File: src/verilog/sca_pkg.sv
// Constants for the subtract-with-carry datapath slice: instruction fields,
// opcodes, register offsets, flag bit positions, reset values and states.
// Assumes instruction bit 0 of the printed layout is the word's MSB (bit 31).
`default_nettype none

package sca_pkg;

  localparam int unsigned DATA_W  = 32;
  localparam int unsigned REGA_W  = 5;
  localparam int unsigned AXI_A_W = 8;

  // Field positions in little-endian numbering of the 32-bit word
  localparam int unsigned OPCD_LSB = 26;
  localparam int unsigned DEST_LSB = 21;
  localparam int unsigned SRCA_LSB = 16;
  localparam int unsigned SRCB_LSB = 11;
  localparam int unsigned WRAP_BIT = 10;
  localparam int unsigned XO_LSB   = 1;
  localparam int unsigned REC_BIT  = 0;

  localparam logic [5:0] OPCD_ARITH   = 6'h1f;
  localparam logic [8:0] XO_SUB_COUT  = 9'h008;
  localparam logic [8:0] XO_SUB_CIN   = 9'h088;

  // Register byte offsets
  localparam logic [AXI_A_W-1:0] OFF_CTRL     = 8'h00;
  localparam logic [AXI_A_W-1:0] OFF_EXC      = 8'h04;
  localparam logic [AXI_A_W-1:0] OFF_CR0      = 8'h08;
  localparam logic [AXI_A_W-1:0] OFF_IRQ_STAT = 8'h0c;
  localparam logic [AXI_A_W-1:0] OFF_IRQ_MASK = 8'h10;
  localparam logic [AXI_A_W-1:0] OFF_COUNT    = 8'h14;

  localparam int unsigned CTRL_EN  = 0;
  localparam int unsigned EXC_CY   = 0;
  localparam int unsigned EXC_WR   = 1;
  localparam int unsigned EXC_SO   = 2;
  localparam int unsigned CR_SO    = 0;
  localparam int unsigned CR_ZERO  = 1;
  localparam int unsigned CR_POS   = 2;
  localparam int unsigned CR_NEG   = 3;
  localparam int unsigned IRQ_WRAP = 0;
  localparam int unsigned IRQ_ILL  = 1;
  localparam int unsigned IRQ_DONE = 2;
  localparam int unsigned IRQ_W    = 3;

  localparam logic        CTRL_EN_RST = 1'h1;
  localparam logic [2:0]  EXC_RST     = 3'h0;
  localparam logic [3:0]  CR0_RST     = 4'h0;
  localparam logic [2:0]  IRQ_RST     = 3'h0;

  localparam logic [1:0] RESP_OKAY   = 2'h0;
  localparam logic [1:0] RESP_SLVERR = 2'h2;

  typedef enum logic [2:0] {
    ST_IDLE = 3'h1,
    ST_READ = 3'h2,
    ST_WB   = 3'h4
  } sca_state_type;

endpackage : sca_pkg

`default_nettype wire

File: src/verilog/sca_top.sv
// Subtract-from-carrying / subtract-from-extended datapath slice with an
// AXI4-Lite register slave for the exception flags, condition field 0 and
// interrupts. Assumes a register file with combinational read ports and an
// issue stage on the same clock.
//
// The AXI4-Lite register port and the register offsets were chosen for this implementation.
`timescale 1ns/1ps
`default_nettype none

// What this block does
// [RULE1] Opcode 31 with extended opcode 8 writes not(A) + 1 + B to the target register.
// [RULE2] Extended opcode 136 writes carry flag + B + not(A) to the target register.
// [RULE3] Target, first source, second source, wrap-check and record bits come from fixed instruction fields.
// [RULE4] Every form of both instructions updates the carry flag.
// [RULE5] With wrap-check set, the overflow and sticky overflow flags are updated from the result.
// [RULE6] With record set, negative, positive, zero and the sticky copy in condition field 0 are updated.
// [RULE7] Without wrap-check the overflow flags stay; without record condition field 0 stays.
// [RULE8] Operands and result are treated as 32-bit signed two's complement values.
// [RULE9] Carry is the carry out of the top bit; overflow is signed overflow and is ORed into the sticky flag.
// [RULE10] Exactly one of negative, positive, zero is set by signed compare with zero, plus the sticky copy.
module sca_top
(
  input  wire logic                            aclk,
  input  wire logic                            aresetn,
  input  wire logic                            issue_valid,
  output logic                                 issue_ready,
  input  wire logic [sca_pkg::DATA_W-1:0]      issue_instr,
  output logic [sca_pkg::REGA_W-1:0]           rd_addr_a,
  output logic [sca_pkg::REGA_W-1:0]           rd_addr_b,
  input  wire logic [sca_pkg::DATA_W-1:0]      rd_data_a,
  input  wire logic [sca_pkg::DATA_W-1:0]      rd_data_b,
  output logic                                 wb_valid,
  output logic [sca_pkg::REGA_W-1:0]           wb_addr,
  output logic [sca_pkg::DATA_W-1:0]           wb_data,
  output logic                                 done,
  output logic                                 illegal,
  output logic                                 irq,
  input  wire logic [sca_pkg::AXI_A_W-1:0]     s_axi_awaddr,
  input  wire logic [2:0]                      s_axi_awprot,
  input  wire logic                            s_axi_awvalid,
  output logic                                 s_axi_awready,
  input  wire logic [31:0]                     s_axi_wdata,
  input  wire logic [3:0]                      s_axi_wstrb,
  input  wire logic                            s_axi_wvalid,
  output logic                                 s_axi_wready,
  output logic [1:0]                           s_axi_bresp,
  output logic                                 s_axi_bvalid,
  input  wire logic                            s_axi_bready,
  input  wire logic [sca_pkg::AXI_A_W-1:0]     s_axi_araddr,
  input  wire logic [2:0]                      s_axi_arprot,
  input  wire logic                            s_axi_arvalid,
  output logic                                 s_axi_arready,
  output logic [31:0]                          s_axi_rdata,
  output logic [1:0]                           s_axi_rresp,
  output logic                                 s_axi_rvalid,
  input  wire logic                            s_axi_rready
);
  import sca_pkg::*;

  sca_state_type            state_r;
  logic [DATA_W-1:0]        instr_r;
  logic                     legal;
  logic                     exec_fire;
  logic                     wrap_en;
  logic                     rec_en;
  logic                     cin;
  logic [DATA_W:0]          sum;
  logic [DATA_W-1:0]        res;
  logic                     carry;
  logic                     ovf;
  logic                     arith_c_flag_r;
  logic                     signed_wrap_flag_r;
  logic                     so_r;
  logic                     so_base;
  logic                     so_after;
  logic [3:0]               cr0_r;
  logic                     ctrl_en_r;
  logic [IRQ_W-1:0]         irq_stat_r;
  logic [IRQ_W-1:0]         irq_mask_r;
  logic [IRQ_W-1:0]         irq_set;
  logic [DATA_W-1:0]        count_r;
  logic                     wb_valid_r;
  logic [REGA_W-1:0]        wb_addr_r;
  logic [DATA_W-1:0]        wb_data_r;
  logic                     done_r;
  logic                     illegal_r;
  logic                     aw_full_r;
  logic                     w_full_r;
  logic [AXI_A_W-1:0]       aw_addr_r;
  logic [31:0]              w_data_r;
  logic [3:0]               w_strb_r;
  logic                     bvalid_r;
  logic [1:0]               bresp_r;
  logic                     rvalid_r;
  logic [31:0]              rdata_r;
  logic [1:0]               rresp_r;
  logic                     do_wr;
  logic                     wr_hit;
  logic                     sw_exc;
  logic                     sw_cr0;
  logic [31:0]              rd_mux;
  logic                     rd_hit;

  // Instruction sequencing
  assign issue_ready = (state_r == ST_IDLE) && ctrl_en_r;
  assign rd_addr_a   = instr_r[SRCA_LSB +: REGA_W]; // [RULE3]
  assign rd_addr_b   = instr_r[SRCB_LSB +: REGA_W]; // [RULE3]
  assign wrap_en     = instr_r[WRAP_BIT]; // [RULE3]
  assign rec_en      = instr_r[REC_BIT]; // [RULE3]
  assign legal       = (instr_r[OPCD_LSB +: 6] == OPCD_ARITH) &&
                       ((instr_r[XO_LSB +: 9] == XO_SUB_COUT) || (instr_r[XO_LSB +: 9] == XO_SUB_CIN));
  assign exec_fire   = (state_r == ST_READ) && legal;

  always_ff @(posedge aclk)
  begin
    if (!aresetn)
    begin
      state_r <= ST_IDLE;
      instr_r <= '0;
    end
    else
    begin
      unique case (state_r)
        ST_IDLE:
        begin
          if (issue_valid && issue_ready)
          begin
            instr_r <= issue_instr;
            state_r <= ST_READ;
          end
        end
        ST_READ: state_r <= ST_WB;
        ST_WB:   state_r <= ST_IDLE;
        default: state_r <= ST_IDLE;
      endcase
    end
  end

  // Arithmetic
  // One adder serves both forms; only the carry-in differs
  assign cin   = (instr_r[XO_LSB +: 9] == XO_SUB_CIN) ? arith_c_flag_r : 1'h1; // [RULE1] [RULE2]
  assign sum   = {1'h0, ~rd_data_a} + {1'h0, rd_data_b} + {{DATA_W{1'h0}}, cin}; // [RULE1] [RULE2]
  assign res   = sum[DATA_W-1:0];
  assign carry = sum[DATA_W]; // [RULE9]
  // Signed overflow: addends share a sign that the result does not
  assign ovf   = (~rd_data_a[DATA_W-1] == rd_data_b[DATA_W-1]) &&
                 (res[DATA_W-1] != rd_data_b[DATA_W-1]); // [RULE8] [RULE9]

  always_ff @(posedge aclk)
  begin
    if (!aresetn)
    begin
      wb_valid_r <= 1'h0;
      wb_addr_r  <= '0;
      wb_data_r  <= '0;
      done_r     <= 1'h0;
      illegal_r  <= 1'h0;
    end
    else
    begin
      wb_valid_r <= exec_fire;
      done_r     <= (state_r == ST_READ);
      illegal_r  <= (state_r == ST_READ) && !legal;
      if (exec_fire)
      begin
        wb_addr_r <= instr_r[DEST_LSB +: REGA_W]; // [RULE3]
        wb_data_r <= res; // [RULE1] [RULE2]
      end
    end
  end

  assign wb_valid = wb_valid_r;
  assign wb_addr  = wb_addr_r;
  assign wb_data  = wb_data_r;
  assign done     = done_r;
  assign illegal  = illegal_r;

  // Exception flags
  assign sw_exc   = do_wr && (aw_addr_r == OFF_EXC) && w_strb_r[0];
  assign sw_cr0   = do_wr && (aw_addr_r == OFF_CR0) && w_strb_r[0];
  assign so_base  = sw_exc ? w_data_r[EXC_SO] : so_r;
  assign so_after = so_base | (wrap_en & ovf); // [RULE9]

  // The instruction's update wins over a software write in the same cycle;
  // the sticky flag still keeps whatever either side set.
  always_ff @(posedge aclk)
  begin
    if (!aresetn)
    begin
      arith_c_flag_r     <= EXC_RST[EXC_CY];
      signed_wrap_flag_r <= EXC_RST[EXC_WR];
      so_r               <= EXC_RST[EXC_SO];
    end
    else
    begin
      if (sw_exc)
      begin
        arith_c_flag_r     <= w_data_r[EXC_CY];
        signed_wrap_flag_r <= w_data_r[EXC_WR];
        so_r               <= w_data_r[EXC_SO];
      end
      if (exec_fire)
      begin
        arith_c_flag_r <= carry; // [RULE4]
        if (wrap_en)
        begin
          signed_wrap_flag_r <= ovf; // [RULE5] [RULE7]
          so_r <= so_after; // [RULE5] [RULE9]
        end
      end
    end
  end

  always_ff @(posedge aclk)
  begin
    if (!aresetn)
      cr0_r <= CR0_RST;
    else if (exec_fire && rec_en)
    begin
      cr0_r[CR_NEG]  <= res[DATA_W-1]; // [RULE6] [RULE10]
      cr0_r[CR_POS]  <= !res[DATA_W-1] && (res != '0); // [RULE10]
      cr0_r[CR_ZERO] <= (res == '0); // [RULE10]
      cr0_r[CR_SO]   <= wrap_en ? so_after : so_base; // [RULE6] [RULE10]
    end
    else if (sw_cr0)
      cr0_r <= w_data_r[3:0];
  end

  always_ff @(posedge aclk)
  begin
    if (!aresetn)
      count_r <= '0;
    else if (exec_fire)
      count_r <= count_r + 32'h1;
  end

  // Interrupts
  assign irq_set = {(state_r == ST_READ), (state_r == ST_READ) && !legal, exec_fire && wrap_en && ovf};

  always_ff @(posedge aclk)
  begin
    if (!aresetn)
      irq_stat_r <= IRQ_RST;
    else if (do_wr && (aw_addr_r == OFF_IRQ_STAT) && w_strb_r[0])
      irq_stat_r <= (irq_stat_r & ~w_data_r[IRQ_W-1:0]) | irq_set;
    else
      irq_stat_r <= irq_stat_r | irq_set;
  end

  assign irq = |(irq_stat_r & irq_mask_r);

  always_ff @(posedge aclk)
  begin
    if (!aresetn)
    begin
      irq_mask_r <= IRQ_RST;
      ctrl_en_r  <= CTRL_EN_RST;
    end
    else if (do_wr && w_strb_r[0])
    begin
      if (aw_addr_r == OFF_IRQ_MASK)
        irq_mask_r <= w_data_r[IRQ_W-1:0];
      if (aw_addr_r == OFF_CTRL)
        ctrl_en_r <= w_data_r[CTRL_EN];
    end
  end

  // AXI4-Lite write
  // Address and data are held independently so either may arrive first
  assign s_axi_awready = !aw_full_r && !bvalid_r;
  assign s_axi_wready  = !w_full_r && !bvalid_r;
  assign do_wr         = aw_full_r && w_full_r && !bvalid_r;
  assign wr_hit        = (aw_addr_r == OFF_CTRL) || (aw_addr_r == OFF_EXC) || (aw_addr_r == OFF_CR0) ||
                         (aw_addr_r == OFF_IRQ_STAT) || (aw_addr_r == OFF_IRQ_MASK) ||
                         (aw_addr_r == OFF_COUNT);

  always_ff @(posedge aclk)
  begin
    if (!aresetn)
    begin
      aw_full_r <= 1'h0;
      w_full_r  <= 1'h0;
      aw_addr_r <= '0;
      w_data_r  <= '0;
      w_strb_r  <= '0;
      bvalid_r  <= 1'h0;
      bresp_r   <= RESP_OKAY;
    end
    else
    begin
      if (s_axi_awvalid && s_axi_awready)
      begin
        aw_full_r <= 1'h1;
        aw_addr_r <= {s_axi_awaddr[AXI_A_W-1:2], 2'h0};
      end
      if (s_axi_wvalid && s_axi_wready)
      begin
        w_full_r <= 1'h1;
        w_data_r <= s_axi_wdata;
        w_strb_r <= s_axi_wstrb;
      end
      if (do_wr)
      begin
        aw_full_r <= 1'h0;
        w_full_r  <= 1'h0;
        bvalid_r  <= 1'h1;
        bresp_r   <= wr_hit ? RESP_OKAY : RESP_SLVERR;
      end
      else if (bvalid_r && s_axi_bready)
        bvalid_r <= 1'h0;
    end
  end

  assign s_axi_bvalid = bvalid_r;
  assign s_axi_bresp  = bresp_r;

  // AXI4-Lite read
  always_comb
  begin
    rd_mux = 32'h0;
    rd_hit = 1'h1;
    unique case ({s_axi_araddr[AXI_A_W-1:2], 2'h0})
      OFF_CTRL:     rd_mux[CTRL_EN] = ctrl_en_r;
      OFF_EXC:      rd_mux[2:0] = {so_r, signed_wrap_flag_r, arith_c_flag_r};
      OFF_CR0:      rd_mux[3:0] = cr0_r;
      OFF_IRQ_STAT: rd_mux[IRQ_W-1:0] = irq_stat_r;
      OFF_IRQ_MASK: rd_mux[IRQ_W-1:0] = irq_mask_r;
      OFF_COUNT:    rd_mux = count_r;
      default:      rd_hit = 1'h0;
    endcase
  end

  assign s_axi_arready = !rvalid_r;

  always_ff @(posedge aclk)
  begin
    if (!aresetn)
    begin
      rvalid_r <= 1'h0;
      rdata_r  <= '0;
      rresp_r  <= RESP_OKAY;
    end
    else if (s_axi_arvalid && s_axi_arready)
    begin
      rvalid_r <= 1'h1;
      rdata_r  <= rd_mux;
      rresp_r  <= rd_hit ? RESP_OKAY : RESP_SLVERR;
    end
    else if (rvalid_r && s_axi_rready)
      rvalid_r <= 1'h0;
  end

  assign s_axi_rvalid = rvalid_r;
  assign s_axi_rdata  = rdata_r;
  assign s_axi_rresp  = rresp_r;
endmodule : sca_top

`default_nettype wire

File: config.mk
export PLATFORM = sky130hd
export DESIGN_NAME = sca_top
export DESIGN_NICKNAME = d
export VERILOG_FILES = /design/src/verilog/sca_pkg.sv /design/src/verilog/sca_top.sv
export SDC_FILE = /design/constraint.sdc
export NUM_CORES = 1
export LEC_CHECK = 0
export BUFFER_PORTS_ARGS = -buffer_cell sky130_fd_sc_hd__clkbuf_2
export CAP_MARGIN = 20
export CELL_PAD_IN_SITES_DETAIL_PLACEMENT = 0
export CELL_PAD_IN_SITES_GLOBAL_PLACEMENT = 2
export CORE_MARGIN = 4
export CORE_UTILIZATION = 29
export DETAILED_ROUTE_END_ITERATION = 10
export GPL_TIMING_DRIVEN = 0
export PLACE_DENSITY = 0.77
export RECOVER_POWER = 100
export SYNTH_ARGS = -nofsm -noshare
export SYNTH_HDL_FRONTEND = slang
export SYNTH_SLANG_ARGS = --single-unit
File: constraint.sdc
create_clock -name aclk -period 4.6 [get_ports aclk]
set_input_delay 0.69 -clock aclk [delete_from_list [all_inputs] [get_ports aclk]]
set_output_delay 0.69 -clock aclk [all_outputs]
set_load 0.005 [all_outputs]
==> metrics.txt <==
# TYPE chip_impl_metric gauge
chip_impl_info{name="netlist_top_cells_count",value="170 x sky130_fd_sc_hd__dfxtp_1, 160 x sky130_fd_sc_hd__nand2_1, 140 x sky130_fd_sc_hd__nor2_1"} 1
chip_impl_info{name="min_path_type",value="input pin to register"} 1
chip_impl_metric{name="netlist_instances",unit=""} 1098
chip_impl_metric{name="numPlacedInstances",unit=""} 1698
chip_impl_metric{name="initial_core_utilization",unit="%"} 29.5
chip_impl_metric{name="fmax",unit="MHz"} 229
chip_impl_metric{name="share_comb_of_total_power",unit="%"} 16.5
chip_impl_info{name="crit_path_start_kind",value="register"} 1
chip_impl_info{name="worstReg2RegStart",value="instr_r[5]"} 1
chip_impl_metric{name="gp_congestion",unit=""} 0.841
chip_impl_metric{name="post-synth-top-area-fraction",unit="%"} 38.7
chip_impl_metric{name="drt_pass1_iterations",unit=""} 5
chip_impl_metric{name="required",unit="ns"} 4.94
chip_impl_metric{name="ios",unit=""} 255
chip_impl_metric{name="grt_first_pass_wirelength",unit="mm"} 44.9
chip_impl_metric{name="timing.final.setup_violations",unit=""} 0
chip_impl_info{name="crit_path_top_delay_cell",value="sky130_fd_sc_hd__or4_1"} 1
chip_impl_metric{name="leakagePower",unit="nW"} 4.38
chip_impl_info{name="setup.worst_path.end_class",value="register"} 1
chip_impl_metric{name="totalNegativeSetupSlack",unit="ns"} 0
chip_impl_metric{name="first_global_vias",unit=""} 8190
chip_impl_metric{name="design.die.area",unit="µm²"} 33200
chip_impl_info{name="synth.largest_area_cell",value="sky130_fd_sc_hd__dfxtp_1"} 1
chip_impl_metric{name="floorplan.die.height",unit="µm"} 182
chip_impl_info{name="hp-start",value="s_axi_rready"} 1
chip_impl_info{name="synth_most_common_cell",value="sky130_fd_sc_hd__dfxtp_1"} 1
chip_impl_metric{name="vdd.ir_drop.worst",unit="µV"} 289
chip_impl_metric{name="worstSkewPairLatency",unit="ns"} 0.44
chip_impl_metric{name="slew-limit-headroom",unit="%"} 32.6
chip_impl_metric{name="ys_async_sr_fraction",unit="%"} 0
chip_impl_metric{name="cts_htree_levels",unit=""} 4
chip_impl_metric{name="core.rowCount",unit=""} 63
chip_impl_metric{name="horizontal_die_dimension",unit="µm"} 182
chip_impl_metric{name="worst-path-buf-inv",unit=""} 1
chip_impl_metric{name="clock_power_share",unit="%"} 40.3
chip_impl_metric{name="critical_path_peak_fanout",unit=""} 6
chip_impl_metric{name="hold_viol_final",unit=""} 0
chip_impl_metric{name="cts_sinks",unit=""} 170
chip_impl_metric{name="via_density_per_instance",unit=""} 4.80
chip_impl_metric{name="numCtsBuffers",unit=""} 17
chip_impl_metric{name="drv_cap",unit=""} 0
chip_impl_metric{name="final.setup_skew",unit="ns"} 0.0170
chip_impl_metric{name="cp_data_arrival_time",unit="ns"} 4.71
chip_impl_metric{name="fin_ws",unit="ns"} 0.231
chip_impl_metric{name="power_report.internal_total",unit="mW"} 2.45
chip_impl_metric{name="largest_net_degree_at_the_start_of_global_routing",unit=""} 19
chip_impl_metric{name="synth.yosys.seq_area_share",unit="%"} 38.7
chip_impl_metric{name="drt_wl_total",unit="mm"} 28.4
chip_impl_metric{name="power.share.sequential",unit="%"} 43.2
chip_impl_metric{name="synth_enable_flop_cells",unit=""} 0
chip_impl_metric{name="placeableCoreArea",unit="µm²"} 29800
chip_impl_metric{name="power.switching_fraction",unit="%"} 30.6
chip_impl_info{name="timing.hold.worst_endpoint",value="s_axi_rvalid"} 1
chip_impl_metric{name="worst_reg_to_reg_cells",unit=""} 14
chip_impl_info{name="timing_worst_setup_path_type",value="register to register"} 1
chip_impl_metric{name="final-instance-count-excl-fill",unit=""} 1732
chip_impl_info{name="timing.critical_path.max_delay_family",value="simple AND/OR/NAND/NOR gates"} 1
chip_impl_metric{name="drive_gt1_share",unit="%"} 17.3
chip_impl_metric{name="cell_depth_of_the_worst_hold_path",unit=""} 2
chip_impl_metric{name="power_switching",unit="mW"} 1.08
chip_impl_metric{name="pins_over_slew_limit",unit=""} 0
chip_impl_info{name="tritoncts",value="done"} 1
chip_impl_metric{name="worst_setup_hold_path_clk_slew",unit="ns"} 0.07
chip_impl_info{name="timing.rr.end",value="cr0_r[1]"} 1
chip_impl_info{name="root_buffer_master",value="sky130_fd_sc_hd__clkbuf_16"} 1
chip_impl_metric{name="total_power",unit="mW"} 3.54
chip_impl_metric{name="detail_route.wl_per_cell",unit="µm"} 16.4
chip_impl_metric{name="drtAntennaViolNets",unit=""} 0
chip_impl_metric{name="drc",unit=""} 0
chip_impl_metric{name="combined_global_route_utilization_of_all_metal_layers",unit="%"} 16.9
chip_impl_metric{name="post-route-min-period",unit="ns"} 4.37
chip_impl_metric{name="worst_slew_pin_slew",unit="ns"} 0.996
chip_impl_info{name="run_status",value="finished, final reports clean"} 1
chip_impl_metric{name="netlist-cell-type-count",unit=""} 73
chip_impl_metric{name="yosys_warnings",unit=""} 0
chip_impl_metric{name="area_growth",unit="%"} 23.9
chip_impl_metric{name="net_count_reported_at_finish",unit=""} 1524
chip_impl_metric{name="post_synth_instance_area",unit="µm²"} 8790
chip_impl_info{name="synth_flop_cell",value="sky130_fd_sc_hd__dfxtp_1"} 1
chip_impl_metric{name="power_per_cell_area",unit="nW/µm²"} 325
chip_impl_metric{name="num_vias",unit=""} 8319
chip_impl_metric{name="fin_crit_sh",unit="%"} 95.0
chip_impl_metric{name="grt-ovfl-total",unit=""} 0
chip_impl_metric{name="crit_cells",unit=""} 14
chip_impl_metric{name="setup.reg_to_reg.worst_slack",unit="ns"} 0.23
chip_impl_metric{name="detailedPlace.worstSlack",unit="ns"} -0.0569
chip_impl_metric{name="grt_antenna_before_repair",unit=""} 2
chip_impl_metric{name="port_buffers",unit=""} 208
chip_impl_metric{name="final_area",unit="µm²"} 10900
chip_impl_metric{name="hold_slack",unit="ns"} 0.442
chip_impl_metric{name="drt_iter0_drc",unit=""} 390
chip_impl_metric{name="detailed_place.area",unit="µm²"} 10300
chip_impl_metric{name="clk_path_buf_depth",unit=""} 2
chip_impl_metric{name="flip_flop_and_latch_count_after_synthesis",unit=""} 170
chip_impl_info{name="critical_path.cell_chain",value="nor4_2, and4b_2, fa_1, inv_1, fa_1, a211oi_4, o21ai_1, a21boi_2, xnor2_1, nor4_2, nor4b_2, nand4b_1, or4_1, o32ai_2"} 1
chip_impl_metric{name="finalCoreUtilization",unit="%"} 36.5
chip_impl_metric{name="dp_hpwl",unit="mm"} 22.3
chip_impl_metric{name="cpPeakStageDelay",unit="ns"} 0.54
chip_impl_info{name="synth.top_cells.by_area",value="sky130_fd_sc_hd__dfxtp_1 39%, sky130_fd_sc_hd__nand2_1 6.8%, sky130_fd_sc_hd__nor2_1 6.0%"} 1
chip_impl_metric{name="post_synth.cell_area_avg",unit="µm²"} 8.00
placed cells by master, fill, tap and decap left out, drive strengths merged, types with 4 or more instances in the layout:
cell type,netlist,routed
a21o,5,5
nand4,16,16
ha,32,32
nand3b,4,4
nand3,19,19
nor3,15,15
o32ai,4,4
dfxtp,170,170
a31oi,5,5
and3,9,9
mux2i,27,27
nor2b,11,11
o21a,5,5
xnor2,18,18
buf,20,10
and2,17,17
a211oi,19,19
clkbuf,49,286
xor2,24,24
o31ai,4,4
nand2,160,160
a22oi,32,32
clkinv,0,7
o21bai,5,5
o211ai,8,8
and4,8,8
a221oi,6,6
or3,16,16
inv,47,53
nand2b,6,6
nor2,140,140
nor4,9,9
o21ai,45,45
a21oi,102,102
cells by family after synthesis:
family                     Yosys count  synth area share [%]
and+or+nand+nor                    446                  23.4
AOI/OAI and AO/OA                  259                  19.5
DFF                                170                  38.7
buffers and inverters              116                  5.62
xor gates and xnor gates            42                  4.19
adders and majority gates           34                  5.01
muxes                               30                  3.46
other                                1                0.0427
routing by layer:
metal | part of all wire (%) | vias to the layer above | global-route usage [%]
li1 | - | 4282 | -
met1 | 47 | 3809 | 22.9
met2 | 46 | 193 | 27.5
met3 | 4.8 | 33 | 3.15
met4 | 2.1 | 2 | 4.77
met5 | 0.071 | - | 0
state kept, by name (all words and copies together), names as in the netlist, 3 cells and up:
register,cells
s_axi_rdata,32
irq_stat_r,3
state_r,3
w_data_r,4
instr_r,32
count_r,32
irq_mask_r,3
wb_addr,5
cr0_r,4
aw_addr_r,6
wb_data,32
power by group through the flow:
stage	Sequential [mW]	Clock (mW)	Combinational, mW
CTS	1.53	1.47	0.585
global route	1.53	1.52	0.660
finish	1.53	1.42	0.583
global placement	1.56	0	0.579
detailed placement	1.56	0	0.580
floorplan	1.56	0	0.391
worst register-to-register path, cell delays in order (launching register included):
cell                       delay (ns)
sky130_fd_sc_hd__dfxtp_1         0.32
sky130_fd_sc_hd__nor4_2          0.36
sky130_fd_sc_hd__and4b_2         0.36
sky130_fd_sc_hd__fa_1            0.21
sky130_fd_sc_hd__inv_1           0.05
sky130_fd_sc_hd__fa_1            0.44
sky130_fd_sc_hd__a211oi_4        0.29
sky130_fd_sc_hd__o21ai_1         0.23
sky130_fd_sc_hd__a21boi_2        0.38
sky130_fd_sc_hd__xnor2_1         0.18
sky130_fd_sc_hd__nor4_2          0.30
sky130_fd_sc_hd__nor4b_2         0.31
sky130_fd_sc_hd__nand4b_1        0.21
sky130_fd_sc_hd__or4_1           0.54
sky130_fd_sc_hd__o32ai_2         0.11
layout make-up:
class | count | area [µm²]
multi-input combinational | 813 | 4930
clock inverter | 15 | 158
tap | 390 | 488
timing repair buffer | 210 | 987
clock buffer | 17 | 425
sequential | 170 | 3400
fill | 3216 | 18900
buffer | 69 | 317
antenna | 1 | 2.50
inverter | 47 | 176
repair_timing:
item                                    4_1_cts  5_1_grt
gates resized for setup                       1        5
pin swaps                                     0        1
setup buffers                                 0        1
hold endpoints to repair                      0        0
endpoints found under the setup margin        2        2
hold buffers                                  0        0
worst max path at each step:
stage	slack, ns	startpoint	end
detailed placement	-0.06	instr_r[1]	cr0_r[1]
global route	-0.02	instr_r[5]	cr0_r[1]
global placement	-0.09	instr_r[5]	cr0_r[1]
floorplan	1.07	instr_r[1]	cr0_r[1]
finish	0.23	instr_r[5]	cr0_r[1]
CTS	0.03	instr_r[5]	cr0_r[1]
(Power assumes the default switching activity.)
